File: src/pkg/fcm_pkg.sv
// Package for the FPGA configuration manager: states, limits, carriers.
// Assumes one 10 MHz clock and a synchronous active-high reset.
`default_nettype none
package fcm_pkg;
    // ---------------------------------------------------------------
    // Timing
    // ---------------------------------------------------------------
    localparam int unsigned CLK_HZ           = 10_000_000;
    localparam int unsigned DISCOVER_MS      = 100;
    localparam int unsigned DISCOVER_CYC     = (CLK_HZ / 1000) * DISCOVER_MS;
    localparam int unsigned LOAD_TIMEOUT_CYC = 2 * DISCOVER_CYC;
    // ---------------------------------------------------------------
    // Images and identity
    // ---------------------------------------------------------------
    localparam int unsigned N_IMAGES   = 4;
    localparam int unsigned IMG_W      = 2;
    localparam logic [15:0] VENDOR_ID  = 16'h1234; // Arbitrary value
    localparam logic [15:0] DEVICE_ID  = 16'h5678; // Arbitrary value
    localparam logic [7:0]  CFG_CMD_W  = 8'h01;
    localparam logic [7:0]  CFG_CMD_R  = 8'h00;
    localparam logic [7:0]  CFG_ID_DW  = 8'h00;
    localparam int unsigned CFG_DW     = 16;
    localparam int unsigned CFG_AW     = 4;

    typedef enum logic [2:0] {
        FCM_BOOT_SEL   = 3'b000,
        FCM_LOAD_FLASH = 3'b001,
        FCM_LOAD_HOST  = 3'b010,
        FCM_LOAD_JTAG  = 3'b011,
        FCM_RUN        = 3'b100,
        FCM_FAULT      = 3'b101
    } fcm_state_e;

    // Host configuration access request
    typedef struct packed {
        logic              valid;
        logic              write;
        logic [CFG_AW-1:0] addr;
        logic [31:0]       data;
    } fcm_cfg_req_s;

    // Host configuration answer
    typedef struct packed {
        logic        valid;
        logic [31:0] data;
    } fcm_cfg_rsp_s;

    // Commands from host software
    typedef struct packed {
        logic             reload;
        logic [IMG_W-1:0] image;
        logic             stream_start;
        logic             stream_valid;
        logic [7:0]       stream_byte;
        logic             stream_last;
    } fcm_cmd_s;
endpackage : fcm_pkg
`default_nettype wire

File: src/verilog/fcm_config_manager.sv
// FPGA configuration manager: boot image select, reloads, PCIe hold-over.
// Assumes synchronous inputs on clk_in and a host that sets the image first.
`timescale 1ns/100ps
`default_nettype none
module fcm_config_manager (
    // Clock and reset
    input  wire logic                       clk_in,
    input  wire logic                       srst_in,
    // Board straps and JTAG presence
    input  wire logic [fcm_pkg::IMG_W-1:0]  boot_switch_in,
    input  wire logic                       jtag_active_in,
    // Host configuration access and commands
    input  wire fcm_pkg::fcm_cfg_req_s      cfg_req_in,
    output var  fcm_pkg::fcm_cfg_rsp_s      cfg_rsp_out,
    input  wire fcm_pkg::fcm_cmd_s          cmd_in,
    input  wire logic                       flash_wr_req_in,
    // FPGA configuration port
    output logic                            fpga_prog_out,
    output logic                            fpga_cfg_valid_out,
    output logic [7:0]                      fpga_cfg_byte_out,
    input  wire logic                       fpga_done_in,
    output logic                            cfg_drive_n_out,
    // Flash read engine
    output logic                            flash_rd_start_out,
    output logic [fcm_pkg::IMG_W-1:0]       flash_image_out,
    output logic                            flash_wr_grant_out,
    input  wire logic                       flash_byte_valid_in,
    input  wire logic [7:0]                 flash_byte_in,
    input  wire logic                       flash_last_in,
    // Status
    output logic                            traffic_enable_out,
    output logic [2:0]                      state_out
);
    import fcm_pkg::*;

    fcm_state_e        state_reg, state_next;
    logic              boot_done_reg;
    logic [IMG_W-1:0]  image_reg;
    logic [31:0]       timer_reg;
    logic              prog_reg, cfg_valid_reg, rd_start_reg, traffic_reg;
    logic              drive_n_reg, wr_grant_reg;
    logic [7:0]        cfg_byte_reg;

    // ---------------------------------------------------------------
    // Preserved configuration space
    // ---------------------------------------------------------------
    // target present at once
    fcm_cfg_space u_cfg (
        .clk_in  (clk_in),
        .srst_in (srst_in),
        .req_in  (cfg_req_in),
        .rsp_out (cfg_rsp_out)
    );

    // Loading states
    function automatic logic is_loading(input fcm_state_e s);
        return s == FCM_LOAD_FLASH || s == FCM_LOAD_HOST || s == FCM_LOAD_JTAG;
    endfunction

    // ---------------------------------------------------------------
    // Sequencer
    // ---------------------------------------------------------------
    always_comb begin
        state_next = state_reg;
        unique case (state_reg)
            FCM_BOOT_SEL: begin
                state_next = FCM_LOAD_FLASH;
            end
            FCM_LOAD_FLASH, FCM_LOAD_HOST, FCM_LOAD_JTAG: begin
                if (fpga_done_in && !prog_reg) begin
                    state_next = FCM_RUN;
                end else if (timer_reg >= LOAD_TIMEOUT_CYC) begin
                    state_next = FCM_FAULT;
                end
            end
            FCM_RUN, FCM_FAULT: begin
                if (jtag_active_in) begin
                    state_next = FCM_LOAD_JTAG;
                end else if (cmd_in.reload) begin
                    state_next = FCM_LOAD_FLASH;
                end else if (cmd_in.stream_start) begin
                    state_next = FCM_LOAD_HOST;
                end
            end
            default: state_next = FCM_FAULT;
        endcase
    end

    always_ff @(posedge clk_in) begin
        if (srst_in) begin
            state_reg <= FCM_BOOT_SEL;
        end else begin
            state_reg <= state_next;
        end
    end

    // Image index: switch at boot, host selection afterwards
    // switch picks boot image
    always_ff @(posedge clk_in) begin
        if (srst_in) begin
            image_reg     <= '0;
            boot_done_reg <= 1'b0;
        end else if (!boot_done_reg) begin
            image_reg     <= boot_switch_in;
            boot_done_reg <= 1'b1;
        end else if (!is_loading(state_reg)) begin
            image_reg <= cmd_in.image;
        end
    end

    // Load timer
    always_ff @(posedge clk_in) begin
        if (srst_in || !is_loading(state_reg)) begin
            timer_reg <= 32'h0000_0000;
        end else if (timer_reg < LOAD_TIMEOUT_CYC) begin
            timer_reg <= timer_reg + 32'h0000_0001;
        end
    end

    // Program pulse on entry to a flash or host load; flash start on entry to a flash load
    always_ff @(posedge clk_in) begin
        if (srst_in) begin
            prog_reg     <= 1'b0;
            rd_start_reg <= 1'b0;
        end else begin
            prog_reg     <= (state_next != state_reg) && is_loading(state_next)
                            && state_next != FCM_LOAD_JTAG;
            rd_start_reg <= (state_next == FCM_LOAD_FLASH) && (state_reg != FCM_LOAD_FLASH);
        end
    end

    // Byte path into the FPGA; host bytes never reach flash
    // stream direct to FPGA
    always_ff @(posedge clk_in) begin
        if (srst_in) begin
            cfg_valid_reg <= 1'b0;
            cfg_byte_reg  <= 8'h00;
        end else if (state_reg == FCM_LOAD_HOST) begin
            cfg_valid_reg <= cmd_in.stream_valid;
            cfg_byte_reg  <= cmd_in.stream_byte;
        end else if (state_reg == FCM_LOAD_FLASH) begin
            cfg_valid_reg <= flash_byte_valid_in;
            cfg_byte_reg  <= flash_byte_in;
        end else begin
            cfg_valid_reg <= 1'b0;
            cfg_byte_reg  <= 8'h00;
        end
    end

    // Release config pins to JTAG; grant flash writes when idle
    // pins released for JTAG
    always_ff @(posedge clk_in) begin
        if (srst_in) begin
            drive_n_reg  <= 1'b1;
            wr_grant_reg <= 1'b0;
        end else begin
            drive_n_reg  <= !(state_next == FCM_LOAD_FLASH || state_next == FCM_LOAD_HOST);
            wr_grant_reg <= flash_wr_req_in && !is_loading(state_reg);
        end
    end

    // Traffic passes to the FPGA only after done
    // gate traffic until done
    always_ff @(posedge clk_in) begin
        if (srst_in) begin
            traffic_reg <= 1'b0;
        end else begin
            traffic_reg <= (state_next == FCM_RUN);
        end
    end

    assign fpga_prog_out      = prog_reg;
    assign fpga_cfg_valid_out = cfg_valid_reg;
    assign fpga_cfg_byte_out  = cfg_byte_reg;
    assign cfg_drive_n_out    = drive_n_reg;
    assign flash_rd_start_out = rd_start_reg;
    assign flash_image_out    = image_reg;
    assign flash_wr_grant_out = wr_grant_reg;
    assign traffic_enable_out = traffic_reg;
    assign state_out          = state_reg;
endmodule // fcm_config_manager
`default_nettype wire

File: src/verilog/fcm_cfg_space.sv
// Preserved PCIe configuration space, answered by the manager itself.
// Assumes one access request at a time from the endpoint core.
`timescale 1ns/100ps
`default_nettype none
module fcm_cfg_space (
    // Clock and reset
    input  wire logic                  clk_in,
    input  wire logic                  srst_in,
    // Access
    input  wire fcm_pkg::fcm_cfg_req_s req_in,
    output var  fcm_pkg::fcm_cfg_rsp_s rsp_out
);
    import fcm_pkg::*;

    logic [31:0] space_reg [CFG_DW];
    fcm_cfg_rsp_s rsp_reg;

    // ---------------------------------------------------------------
    // Storage: word 0 is the read-only identity, never overwritten
    // ---------------------------------------------------------------
    // space kept intact
    always_ff @(posedge clk_in) begin
        if (srst_in) begin
            for (int i = 0; i < CFG_DW; i++) begin
                space_reg[i] <= 32'h0000_0000;
            end
        end else if (req_in.valid && req_in.write
                     && req_in.addr != CFG_AW'(CFG_ID_DW)) begin
            space_reg[req_in.addr] <= req_in.data;
        end
    end

    // Answer one cycle after the request
    // fixed device identity
    always_ff @(posedge clk_in) begin
        if (srst_in) begin
            rsp_reg <= '0;
        end else begin
            rsp_reg.valid <= req_in.valid;
            rsp_reg.data  <= (req_in.addr == CFG_AW'(CFG_ID_DW)) ?
                             {DEVICE_ID, VENDOR_ID} : space_reg[req_in.addr];
        end
    end

    assign rsp_out = rsp_reg;
endmodule // fcm_cfg_space
`default_nettype wire

File: config.mk
export PLATFORM = sky130hd
export DESIGN_NAME = fcm_config_manager
export DESIGN_NICKNAME = d
export VERILOG_FILES = /design/src/pkg/fcm_pkg.sv /design/src/verilog/fcm_config_manager.sv /design/src/verilog/fcm_cfg_space.sv
export SDC_FILE = /design/constraint.sdc
export NUM_CORES = 1
export LEC_CHECK = 0
export ABC_AREA = 0
export BUFFER_PORTS_ARGS = -buffer_cell sky130_fd_sc_hd__buf_2
export CAP_MARGIN = 10
export CORE_ASPECT_RATIO = 0.7
export CORE_MARGIN = 5
export CORE_UTILIZATION = 44
export DETAILED_ROUTE_END_ITERATION = 10
export GPL_TIMING_DRIVEN = 1
export PLACE_DENSITY = 0.68
export SYNTH_ARGS = -nofsm -noshare
export SYNTH_HDL_FRONTEND = slang
export SYNTH_SLANG_ARGS = --single-unit
File: constraint.sdc
create_clock -name clk_in -period 6.66 [get_ports clk_in]
set_input_delay 0.333 -clock clk_in [delete_from_list [all_inputs] [get_ports clk_in]]
set_output_delay 0.333 -clock clk_in [all_outputs]
set_load 0.01 [all_outputs]
== Word level (Yosys, flattened, before mapping) ==
Memories as Yosys holds them, arrays and structs flattened.
Index checks and enable logic that the tools add are counted.
W data, S select, Z words.
Cells by class
  add/sub/neg operators: 1
  order comparisons: 2
  equality and inequality tests: 13
  multiplexer cells: 22
  reductions and logical operators: 22
Operator list (number)
  $add A32 B1 Y32 const B: 1
  $ge A32 B21 Y1 const B: 1
  $lt A32 B21 Y1 const B: 1
  $mux W32: 1
  $reduce_or A32 Y1: 1
  $mux W31: 1
  $mux W8: 2
  $mux W3: 5
  $eq A3 B2 Y1 const B: 4
  $eq A3 B3 Y1 const B: 3
  $mux W1: 9
  $pmux W3 S3: 1
  $logic_and A1 B1 Y1: 7
  $eq A3 B1 Y1 const B: 2
  $logic_or A1 B1 Y1: 5
  $logic_not A4 Y1: 1
  $mux W2: 2
  $mux W4: 1
  $reduce_bool A4 Y1: 1
  $reduce_or A2 Y1: 2
  $logic_not A1 Y1: 3
  $logic_not A3 Y1: 1
  $ne A3 B1 Y1 const B: 1
  $ne A3 B2 Y1 const B: 1
  other kinds (3): 3
Storage, ports and cells
  bits in registers: 85
  bits in writable memories: 512
  bits of input ports: 69
  output and inout bits: 52
  word-level logic and storage cells: 75
  memories: 1
Memories
  u_cfg.space_reg: words 16, bits a word 32, rd ports 1, clocked after memory_dff 0, wr ports 16, line fcm_cfg_space.sv:15  | logic [31:0] space_reg [CFG_DW];

== Longest topological paths before layout ==
Gate-level depths: netlist of the first run.
  word-level depth: 9
  depth in mapped cells: 8
  mapped depth without buffers: 6

== Modules after synthesis ==
From an unflattened synthesis of the first run, not the netlist that was laid out.
Unflattened totals
  cells, all modules: 1747
  area total of the unflattened synthesis: 25020.2 um^2
By module, submodules not included
  fcm_cfg_space: instances 1, cells an instance 1503, area an instance 22806.9 um^2, seq. area each 15074.5 um^2
  fcm_config_manager: instances 1, cells an instance 244, area an instance 2213.4 um^2, seq. area each 1041.0 um^2

== Worst setup path before layout of the first run ==
OpenSTA, ideal clock, no wires.
  path type: input-to-reg
  start point: input cfg_req_in[32] (netlist name)
  end point: memory u_cfg.space_reg[3][0], enable pin
  library setup time: 0.466 ns
  arrival: 3.675 ns
  data required time: 6.194 ns
  setup slack: 2.520 ns
  stages: 6
  buffers on the path: 4
  path through: buf_2 buf_2 buf_4 buf_2 nand2_1 o21ai_0
RTL lines
  from (decl): line fcm_config_manager.sv:13  | input wire fcm_pkg::fcm_cfg_req_s cfg_req_in,
  to (decl): line fcm_cfg_space.sv:15

==> flow_metrics.env, run 1 <==
export IMPL_synth_area_leader_cell="edfxtp_1"
export IMPL_synth_fa_ha_area_share_pct=0.09908
export IMPL_die_area_um2=62370
export IMPL_grt_overflow=0
export IMPL_criticalPathCategory="in -> reg"
export IMPL_fin_skew_ns=0.02111
export IMPL_place_hpwl_um=36390
export IMPL_tns_ns=0
export IMPL_placementRows=73
export IMPL_synth_compound_area_share_pct=1.808
export IMPL_hold_violations=0
export IMPL_relSlewSlack_pct=13.42
export IMPL_clkTransAtPathRegs_ns=0.07
export IMPL_grtUsageTotal_pct=20.27
export IMPL_hold_slack_ns=0.03705
export IMPL_yosys_area_share_simple_pct=15.77
export IMPL_vias=14350
export IMPL_postSynthCellCount=1634
export IMPL_cts_setup_buffers=0
export IMPL_grt_pass1_vias=14720
export IMPL_setup_violations=0
export IMPL_worst_pin_slew_ns=1.299
export IMPL_synth_top_family_by_area="simple AND/OR/NAND/NOR gates"
export IMPL_crit_fanout=33
export IMPL_slew_viol_final=0
export IMPL_antenna_left=0
export IMPL_path_delay_family="buffers and inverters"
export IMPL_cts_num_sinks=584
export IMPL_leakage_uw=0.01017
export IMPL_synthTopCellsByArea="edfxtp_1, mux4_2, and2_1"
export IMPL_status="finished, final reports clean"
export IMPL_antenna_found_initial=7
export IMPL_synth_ff_type="edfxtp_1"
export IMPL_cts_tree="built"
export IMPL_critPathRequiredTime_ns=6.89
export IMPL_htreeDepth=2
export IMPL_synth_edf_count=499
export IMPL_yosys_area_share_xor_xnor_pct=0.2774
export IMPL_nets=1819
export IMPL_synth_cell_type_count=48
export IMPL_wire_per_inst_um=24.75
export IMPL_timing_fmax_mhz=307.0
export IMPL_synth_seq_cells=584
export IMPL_place_congestion=0.7665
export IMPL_cts_buffer_depth=3
export IMPL_cp_arrival_ns=3.49
export IMPL_first_pass_iters=7
export IMPL_grt_max_degree=79
export IMPL_die_w_um=296.4
export IMPL_grt_pass1_wl_um=94230
export IMPL_end_kind="flop"
export IMPL_drive_gt1_share_pct=23.41
export IMPL_cpMostUsedCell="buf_4"
export IMPL_largest_reg_flops=499
export IMPL_post_cts_resized=0
export IMPL_ctsHoldBuffers=17
export IMPL_avgSynthCellArea_um2=15.46
export IMPL_clk_latency_ns=0.61
export IMPL_yosysSeqAreaShare_pct=66.07
export IMPL_critPathSlowestCell="dlygate4sd3_1"
export IMPL_drc=0
export IMPL_peakVddDrop_mv=0.1960
export IMPL_die_h_um=210.4
export IMPL_min_path_type="in -> reg"
export IMPL_num_io_pins=121
export IMPL_drtIter0Drc=1698
export IMPL_synthMuxAreaShare_pct=13.74
export IMPL_cts_root_buf="clkbuf_16"
export IMPL_coreArea_um2=56810
export IMPL_cts_inserted_buffers=55
export IMPL_worstSetupStartpointType="input pin"
export IMPL_port_buffers=118
export IMPL_slowest_delay_ns=0.55
export IMPL_start_util_pct=44.45
export IMPL_synth_top_area_share_pct=59.33
export IMPL_vias_per_cell=5.635
export IMPL_path_buf_inv=4
export IMPL_power_density_nw_per_um2=278.6
export IMPL_synthArstFlopShare_pct=0
export IMPL_drv_cap=0
export IMPL_fin_crit_sh_pct=48.91
export IMPL_crit_chain="dlygate4sd3_1, buf_2, nor2b_1, and2_1, nand3b_1, nor3_2, buf_4, or2_2, buf_4"
export IMPL_syn2layout_area_growth_pct=14.12
export IMPL_wirelength_um=63020
export IMPL_min_period_ns=3.258
export IMPL_rsz0062_at_grt="false"
export IMPL_yosysWarnings=0
export IMPL_netlist_area_um2=25260
## power breakdown
group,switching [µW],leakage (µW),internal (µW)
logic,346,0.00383,265
registers,59.1,0.00545,4170
clock network,1350,0.000887,1840
## kinds of logic (layout without fill, tap and decap cells)
family          Yosys count  after routing
simple gates            662            662
xor+xnor                  8              8
compound gates           73             73
other cells               1             21
buf+inv                 141            283
mux                     163            163
fa+ha+maj                 2              2
flops                   584            584
## cells in the mapped netlist, types with 10 or more instances
cell type	n
a21oi_1	25
and2_1	506
buf_1	11
buf_2	10
clkbuf_1	110
dfxtp_1	85
edfxtp_1	499
mux2i_1	16
mux4_2	147
nand2_1	15
nand4_1	10
nor2_1	56
nor2b_1	25
o21ai_0	21
## routing by layer
layer  wire (µm)  global-route usage (%)  vias to the layer above
met2       28870                   31.33                      618
met4        1224                   4.182                        2
met1       27370                   30.77                     7424
met5          12                       0                        -
li1            -                       -                     6205
met3        5550                   3.434                       97
## worst paths after layout
kind,cells after the start,endpoint,start,slack (ns)
max,9,u_cfg.space_reg[4][29],cfg_req_in[37],3.40
min,3,fpga_cfg_byte_out[1],cmd_in[2],0.04
max reg2reg,5,cfg_drive_n_out,timer_reg[11],4.20
min reg2reg,2,timer_reg[20],timer_reg[20],0.45
## placed cells by master (no fill, tap or decap), types with 3 or more instances in the layout
cell and count:
nor2b_1 25, or2_2 4, and4_1 3, a22oi_1 9, nand3_1 6, nand4_1 10
clkinv_1 9, buf_2 116, xor2_1 7, or3_1 9, mux2i_1 16, nor4_1 5
nor2_2 12, nand2_1 15, buf_4 38, edfxtp_1 499, clkinv_2 4, and3_1 4
a211oi_1 3, o21ai_4 12, and2_1 506, dlygate4sd3_1 17, or4_1 4, nor3_2 3
clkbuf_16 57, dfxtp_1 85, clkbuf_1 14, conb_1 19, mux4_2 147, a21oi_1 25
bufinv_16 5, nand2b_1 4, clkinvlp_4 3, inv_1 6, o21ai_0 9, clkbuf_8 7
nor2_1 44
## worst min-delay path, cell delays in order
cell and delay, ns:
buf_2 0.08, a22oi_1 0.06, nor2_1 0.11
## layout make-up
type / count / area (µm²)
Sequential cell: 584 / 16690
Antenna cell: 2 / 5.005
Clock buffer: 78 / 1575
Fill cell: 4687 / 27990
Clock inverter: 25 / 261.5
Tap cell: 750 / 938.4
Multi-Input combinational cell: 927 / 8268
Timing Repair Buffer: 173 / 1062
Inverter: 7 / 26.28
## metrics by stage
step	setup slack, ns	total power, µW	util, %	area, µm²	std cells
6_report	3.402	8031	50.73	28820	2546
5_1_grt	3.255	8304	50.73	28820	2545
4_1_cts	3.439	8093	50.72	28820	2544
3_5_place_dp	2.892	4906	47.19	26810	2424
3_3_place_gp	2.947	4883	47.19	26810	2424
2_1_floorplan	2.520	4665	-	25320	1652
(Power assumes the default switching activity.)
==> run 2: changes to the inputs <==
Clock period 6.66 ns to 3.4 ns, I/O delays scaled along.
==> flow_metrics.env, run 2 (synthesis gave the netlist of run 1 again) <==
export IMPL_status="finished, final reports clean"
export IMPL_tns_ns=0
export IMPL_timing_fmax_mhz=369.2
export IMPL_min_period_ns=2.709
export IMPL_path_buf_inv=6
export IMPL_cts_buffer_depth=3
export IMPL_grt_pass1_wl_um=96180
export IMPL_worstSetupStartpointType="input pin"
export IMPL_grtUsageTotal_pct=20.89
export IMPL_rsz0062_at_grt="false"
export IMPL_hold_slack_ns=0.02021
export IMPL_dpl_cell_area_um2=27160
export IMPL_slowest_delay_ns=0.52
export IMPL_die_h_um=210.4
export IMPL_cts_root_buf="clkbuf_16"
export IMPL_path_delay_family="buffers and inverters"
export IMPL_post_route_util_pct=51.40
export IMPL_coreArea_um2=56810
export IMPL_fin_skew_ns=0.02015
export IMPL_post_cts_resized=0
export IMPL_antenna_left=0
export IMPL_crit_fanout=29
export IMPL_die_area_um2=62370
export IMPL_fin_crit_sh_pct=79.67
export IMPL_largest_reg_flops=499
export IMPL_grt_pass1_vias=14780
export IMPL_end_kind="flop"
export IMPL_cp_arrival_ns=2.95
export IMPL_wire_per_inst_um=25.30
export IMPL_wl_met2_um=29820
export IMPL_relSlewSlack_pct=35.41
export IMPL_grt_overflow=0
export IMPL_placementRows=73
export IMPL_met3_length_um=6170
export IMPL_slew_viol_final=0
export IMPL_hold_violations=0
export IMPL_setup_violations=0
export IMPL_syn2layout_area_growth_pct=15.62
export IMPL_drive_gt1_share_pct=24.74
export IMPL_mostFrequentLayoutCells="and2_1, edfxtp_1, mux4_2"
export IMPL_cts_num_sinks=584
export IMPL_die_w_um=296.4
export IMPL_min_path_type="in -> reg"
export IMPL_vias=14580
export IMPL_peakVddDrop_mv=0.5077
export IMPL_wirelength_um=65500
export IMPL_nets=1862
export IMPL_stdcell_area_um2=29200
export IMPL_final_common_cell="and2_1"
export IMPL_power_density_nw_per_um2=534.7
export IMPL_power_uw=15610
export IMPL_criticalPathCategory="in -> reg"
export IMPL_start_util_pct=44.45
export IMPL_vias_per_cell=5.633
export IMPL_clkTransAtPathRegs_ns=0.06
export IMPL_grt_max_degree=74
export IMPL_rrSetupSlack_ns=0.88
export IMPL_highest_layer="met5"
export IMPL_port_buffers=118
export IMPL_place_congestion=0.7712
export IMPL_cpMostUsedCell="buf_4"
export IMPL_num_io_pins=121
export IMPL_drc=0
export IMPL_critPathSlowestCell="dlygate4sd3_1"
export IMPL_antenna_found_initial=5
export IMPL_drv_cap=0
export IMPL_crit_chain="dlygate4sd3_1, buf_2, buf_4, inv_2, buf_4, o21ai_4, buf_4"
export IMPL_clk_latency_ns=0.59
export IMPL_first_pass_iters=5
export IMPL_leakage_uw=0.01039
export IMPL_critPathRequiredTime_ns=3.64
export IMPL_cts_tree="built"
export IMPL_htreeDepth=2
export IMPL_drtIter0Drc=1655
export IMPL_place_hpwl_um=37820
export IMPL_worst_pin_slew_ns=0.9678
export IMPL_m1WireLength_um=28250
export IMPL_cts_inserted_buffers=54
-- run 2: cell count changes in the layout (fill, tap and decap cells not counted), moves of 2 or more --
cell           before  now
clkinv_2            4   12
clkinvlp_4          3    0
buf_12              0    8
clkinv_1            9    6
clkbuf_8            7    3
dlygate4sd3_1      17   27
buf_4              38   64
diode_2             2    4
-- run 2: final timing paths --
check / cells past startpoint / start / end
worst max-delay path: 7 / srst_in / u_cfg.space_reg[1][29]
worst min-delay path: 2 / cfg_req_in[18] / u_cfg.space_reg[11][18]
worst max register to register: 5 / timer_reg[11] / timer_reg[16]
worst min register to register: 1 / timer_reg[21] / timer_reg[21]
-- run 2: repair_timing --
action,in CTS,in global routing
buffers inserted,0,0
endpoints found under the hold margin,21,0
hold buffers,27,0
-- run 2: layout make-up --
type | instances | area [µm²]
inverters | 7 | 26.28
flip-flops and latches | 584 | 16690
repair buffers | 217 | 1516
well taps | 750 | 938.4
clock buffers | 72 | 1481
fillers | 4642 | 27610
diodes | 4 | 10.01
multi-input cells | 927 | 8268
clock inverters | 28 | 274.0
-- run 2: routing by layer --
metal	global-route usage, %	up-vias
met5	0	-
met2	31.99	696
met4	4.198	4
met1	31.35	7490
met3	4.540	99
li1	-	6295
-- run 2: power breakdown --
group | leakage, µW | internal, µW | switching (µW)
clock | 0.000869 | 3450 | 2630
combinational | 0.00407 | 559 | 703
sequential | 0.00545 | 8160 | 119
total | 0.0104 | 12200 | 3450
-- run 2: through the flow --
stage | std cells | worst slack (ns)
floorplan | 1652 | -0.5710
global placement | 2458 | 0.7005
detailed placement | 2458 | 0.6636
CTS | 2585 | 0.7332
global route | 2587 | 0.6483
finish | 2589 | 0.6911
==> run 3: changes to the inputs <==
Settings changed: ABC_AREA 0 to 1.
Clock period 3.4 ns to 2.8 ns, I/O delays scaled along.
==> flow_metrics.env, run 3 <==
export IMPL_drtIter0Drc=2257
export IMPL_synth_area_leader_cell="edfxtp_1"
export IMPL_port_buffers=118
export IMPL_wire_per_inst_um=23.37
export IMPL_clk_latency_ns=0.63
export IMPL_grtUsageTotal_pct=23.44
export IMPL_place_hpwl_um=40970
export IMPL_hold_violations=0
export IMPL_vias=17370
export IMPL_synth_ff_type="edfxtp_1"
export IMPL_start_util_pct=44.49
export IMPL_postSynthCellCount=2094
export IMPL_yosys_area_share_xor_xnor_pct=0.1465
export IMPL_stdcell_area_um2=27850
export IMPL_synth_most_common_cell="nor2_1"
export IMPL_grt_max_degree=125
export IMPL_critPathSlowestCell="dfxtp_1"
export IMPL_power_density_nw_per_um2=693.6
export IMPL_vias_per_cell=5.747
export IMPL_cts_num_sinks=585
export IMPL_leakage_uw=0.01044
export IMPL_criticalPathCategory="reg -> reg"
export IMPL_antenna_found_initial=1
export IMPL_setup_slack_ns=0.4506
export IMPL_largest_reg_flops=500
export IMPL_mostFrequentLayoutCells="nor2_1, edfxtp_1, nand2_1"
export IMPL_status="finished, final reports clean"
export IMPL_dp_cells=2890
export IMPL_worstSetupStartpointType="flop"
export IMPL_clkTransAtPathRegs_ns=0.07
export IMPL_fin_skew_ns=0.02713
export IMPL_peakVddDrop_mv=0.4546
export IMPL_syn2layout_area_growth_pct=16.46
export IMPL_min_period_ns=2.349
export IMPL_yosys_area_share_simple_pct=14.59
export IMPL_grt_overflow=0
export IMPL_fin_cells=3023
export IMPL_synth_seq_cells=585
export IMPL_setup_violations=0
export IMPL_cp_arrival_ns=2.84
export IMPL_slowest_delay_ns=0.36
export IMPL_yosysSeqAreaShare_pct=69.91
export IMPL_htreeDepth=2
export IMPL_yosysWarnings=0
export IMPL_num_io_pins=121
export IMPL_cts_root_buf="clkbuf_16"
export IMPL_coreArea_um2=53750
export IMPL_post_cts_resized=0
export IMPL_drc=0
export IMPL_wirelength_um=70640
export IMPL_final_common_cell="nor2_1"
export IMPL_synthArstFlopShare_pct=0
export IMPL_synth_top_area_share_pct=62.79
export IMPL_fin_crit_sh_pct=83.91
export IMPL_drv_cap=0
export IMPL_synth_fa_ha_area_share_pct=0.1047
export IMPL_relSlewSlack_pct=47.16
export IMPL_synth_edf_count=500
export IMPL_place_congestion=0.8234
export IMPL_die_area_um2=59180
export IMPL_synth_top_family_by_area="simple AND/OR/NAND/NOR gates"
export IMPL_placementRows=71
export IMPL_timing_fmax_mhz=425.6
export IMPL_crit_chain="nand2_1, nor2_1, a21o_1, nor2_1, nand2_1, buf_4, nor2_1, nand2_1, o21ai_0, a21oi_1"
export IMPL_cts_setup_buffers=0
export IMPL_fillers=4567
export IMPL_grt_pass1_wl_um=104400
export IMPL_antenna_left=0
export IMPL_worst_pin_slew_ns=0.7842
export IMPL_crit_fanout=10
export IMPL_min_path_type="in -> reg"
export IMPL_tns_ns=0
export IMPL_die_w_um=288.6
export IMPL_avgSynthCellArea_um2=11.42
export IMPL_synth_compound_area_share_pct=10.86
export IMPL_slew_viol_final=0
export IMPL_rsz0062_at_grt="false"
export IMPL_synthTopCellsByArea="edfxtp_1, nor2_1, a22oi_1"
export IMPL_synth_cell_type_count=37
export IMPL_drive_gt1_share_pct=14.09
export IMPL_synthMuxAreaShare_pct=0
export IMPL_die_h_um=205.0
export IMPL_netlist_top_cells_count="nor2_1, edfxtp_1, nand2_1"
export IMPL_first_pass_iters=8
export IMPL_place_ws_ns=0.5524
export IMPL_dpl_cell_area_um2=25660
export IMPL_critPathRequiredTime_ns=3.29
export IMPL_cts_buffer_depth=3
export IMPL_cts_inserted_buffers=55
export IMPL_grt_pass1_vias=16940
export IMPL_cts_tree="built"
export IMPL_netlist_area_um2=23910
export IMPL_post_route_util_pct=51.81
export IMPL_end_kind="flop"
export IMPL_nets=2316
run 3: report_power, final:
part | internal, µW | switching, µW | leakage [µW]
registers | 9910 | 146 | 0.00546
logic | 417 | 1000 | 0.00405
clock network | 4600 | 3230 | 0.000930
run 3: logic make-up after synthesis:
family,Yosys count
AO/OA/AOI/OAI,375
XOR/XNOR,4
flip-flops,585
AND/OR/NAND/NOR,878
adder cells (fa/ha/maj),2
buffers and inverters,249
other,1
run 3: worst paths after layout:
| kind | start | endpoint | slack (ns) | depth (start not counted) |
|---|---|---|---|---|
| setup / recovery | timer_reg[18] | timer_reg[13] | 0.45 | 10 |
| hold / removal | cfg_req_in[19] | u_cfg.space_reg[5][19] | 0.04 | 3 |
| setup reg to reg | timer_reg[18] | timer_reg[13] | 0.45 | 10 |
| hold reg to reg | timer_reg[30] | timer_reg[30] | 0.43 | 2 |
run 3: metal layers:
layer  vias up  share of wire (%)  track usage [%]
met5         -               0.11            1.000
met4         2                2.6            6.991
met3       129                 13            5.851
met2      1100                 45            35.74
met1      8465                 40            33.43
li1       7677                  -                -
run 3: timing repair:
item | CTS | global route
endpoints found under the setup margin | 0 | 0
endpoints found under the hold margin | 18 | 0
hold buffers | 28 | 0
run 3: through the flow:
step           power (µW)  hold slack [ns]
3_5_place_dp        11590           0.3820
2_1_floorplan       10960           0.2683
3_3_place_gp        11550           0.3788
4_1_cts             19360          0.01689
5_1_grt             19900          0.07354
6_report            19320          0.03830
run 3: critical path: cells and delay by family (launching register included):
family,cells,cell delay [ns]
flip-flops,1,0.36
AO/OA/AOI/OAI,3,0.52
AND/OR/NAND/NOR,6,1.08
buffers and inverters,1,0.26
run 3: area by class of cell:
| class | instances | area [µm²] | area share, % |
|---|---|---|---|
| Antenna cell | 1 | 2.502 | 0.008986 |
| Tap cell | 730 | 913.4 | 3.280 |
| Multi-Input combinational cell | 1279 | 6304 | 22.64 |
| Clock buffer | 88 | 1655 | 5.944 |
| Clock inverter | 16 | 249.0 | 0.8941 |
| Inverter | 94 | 355.3 | 1.276 |
| Timing Repair Buffer | 230 | 1652 | 5.931 |
| Sequential cell | 585 | 16720 | 60.03 |
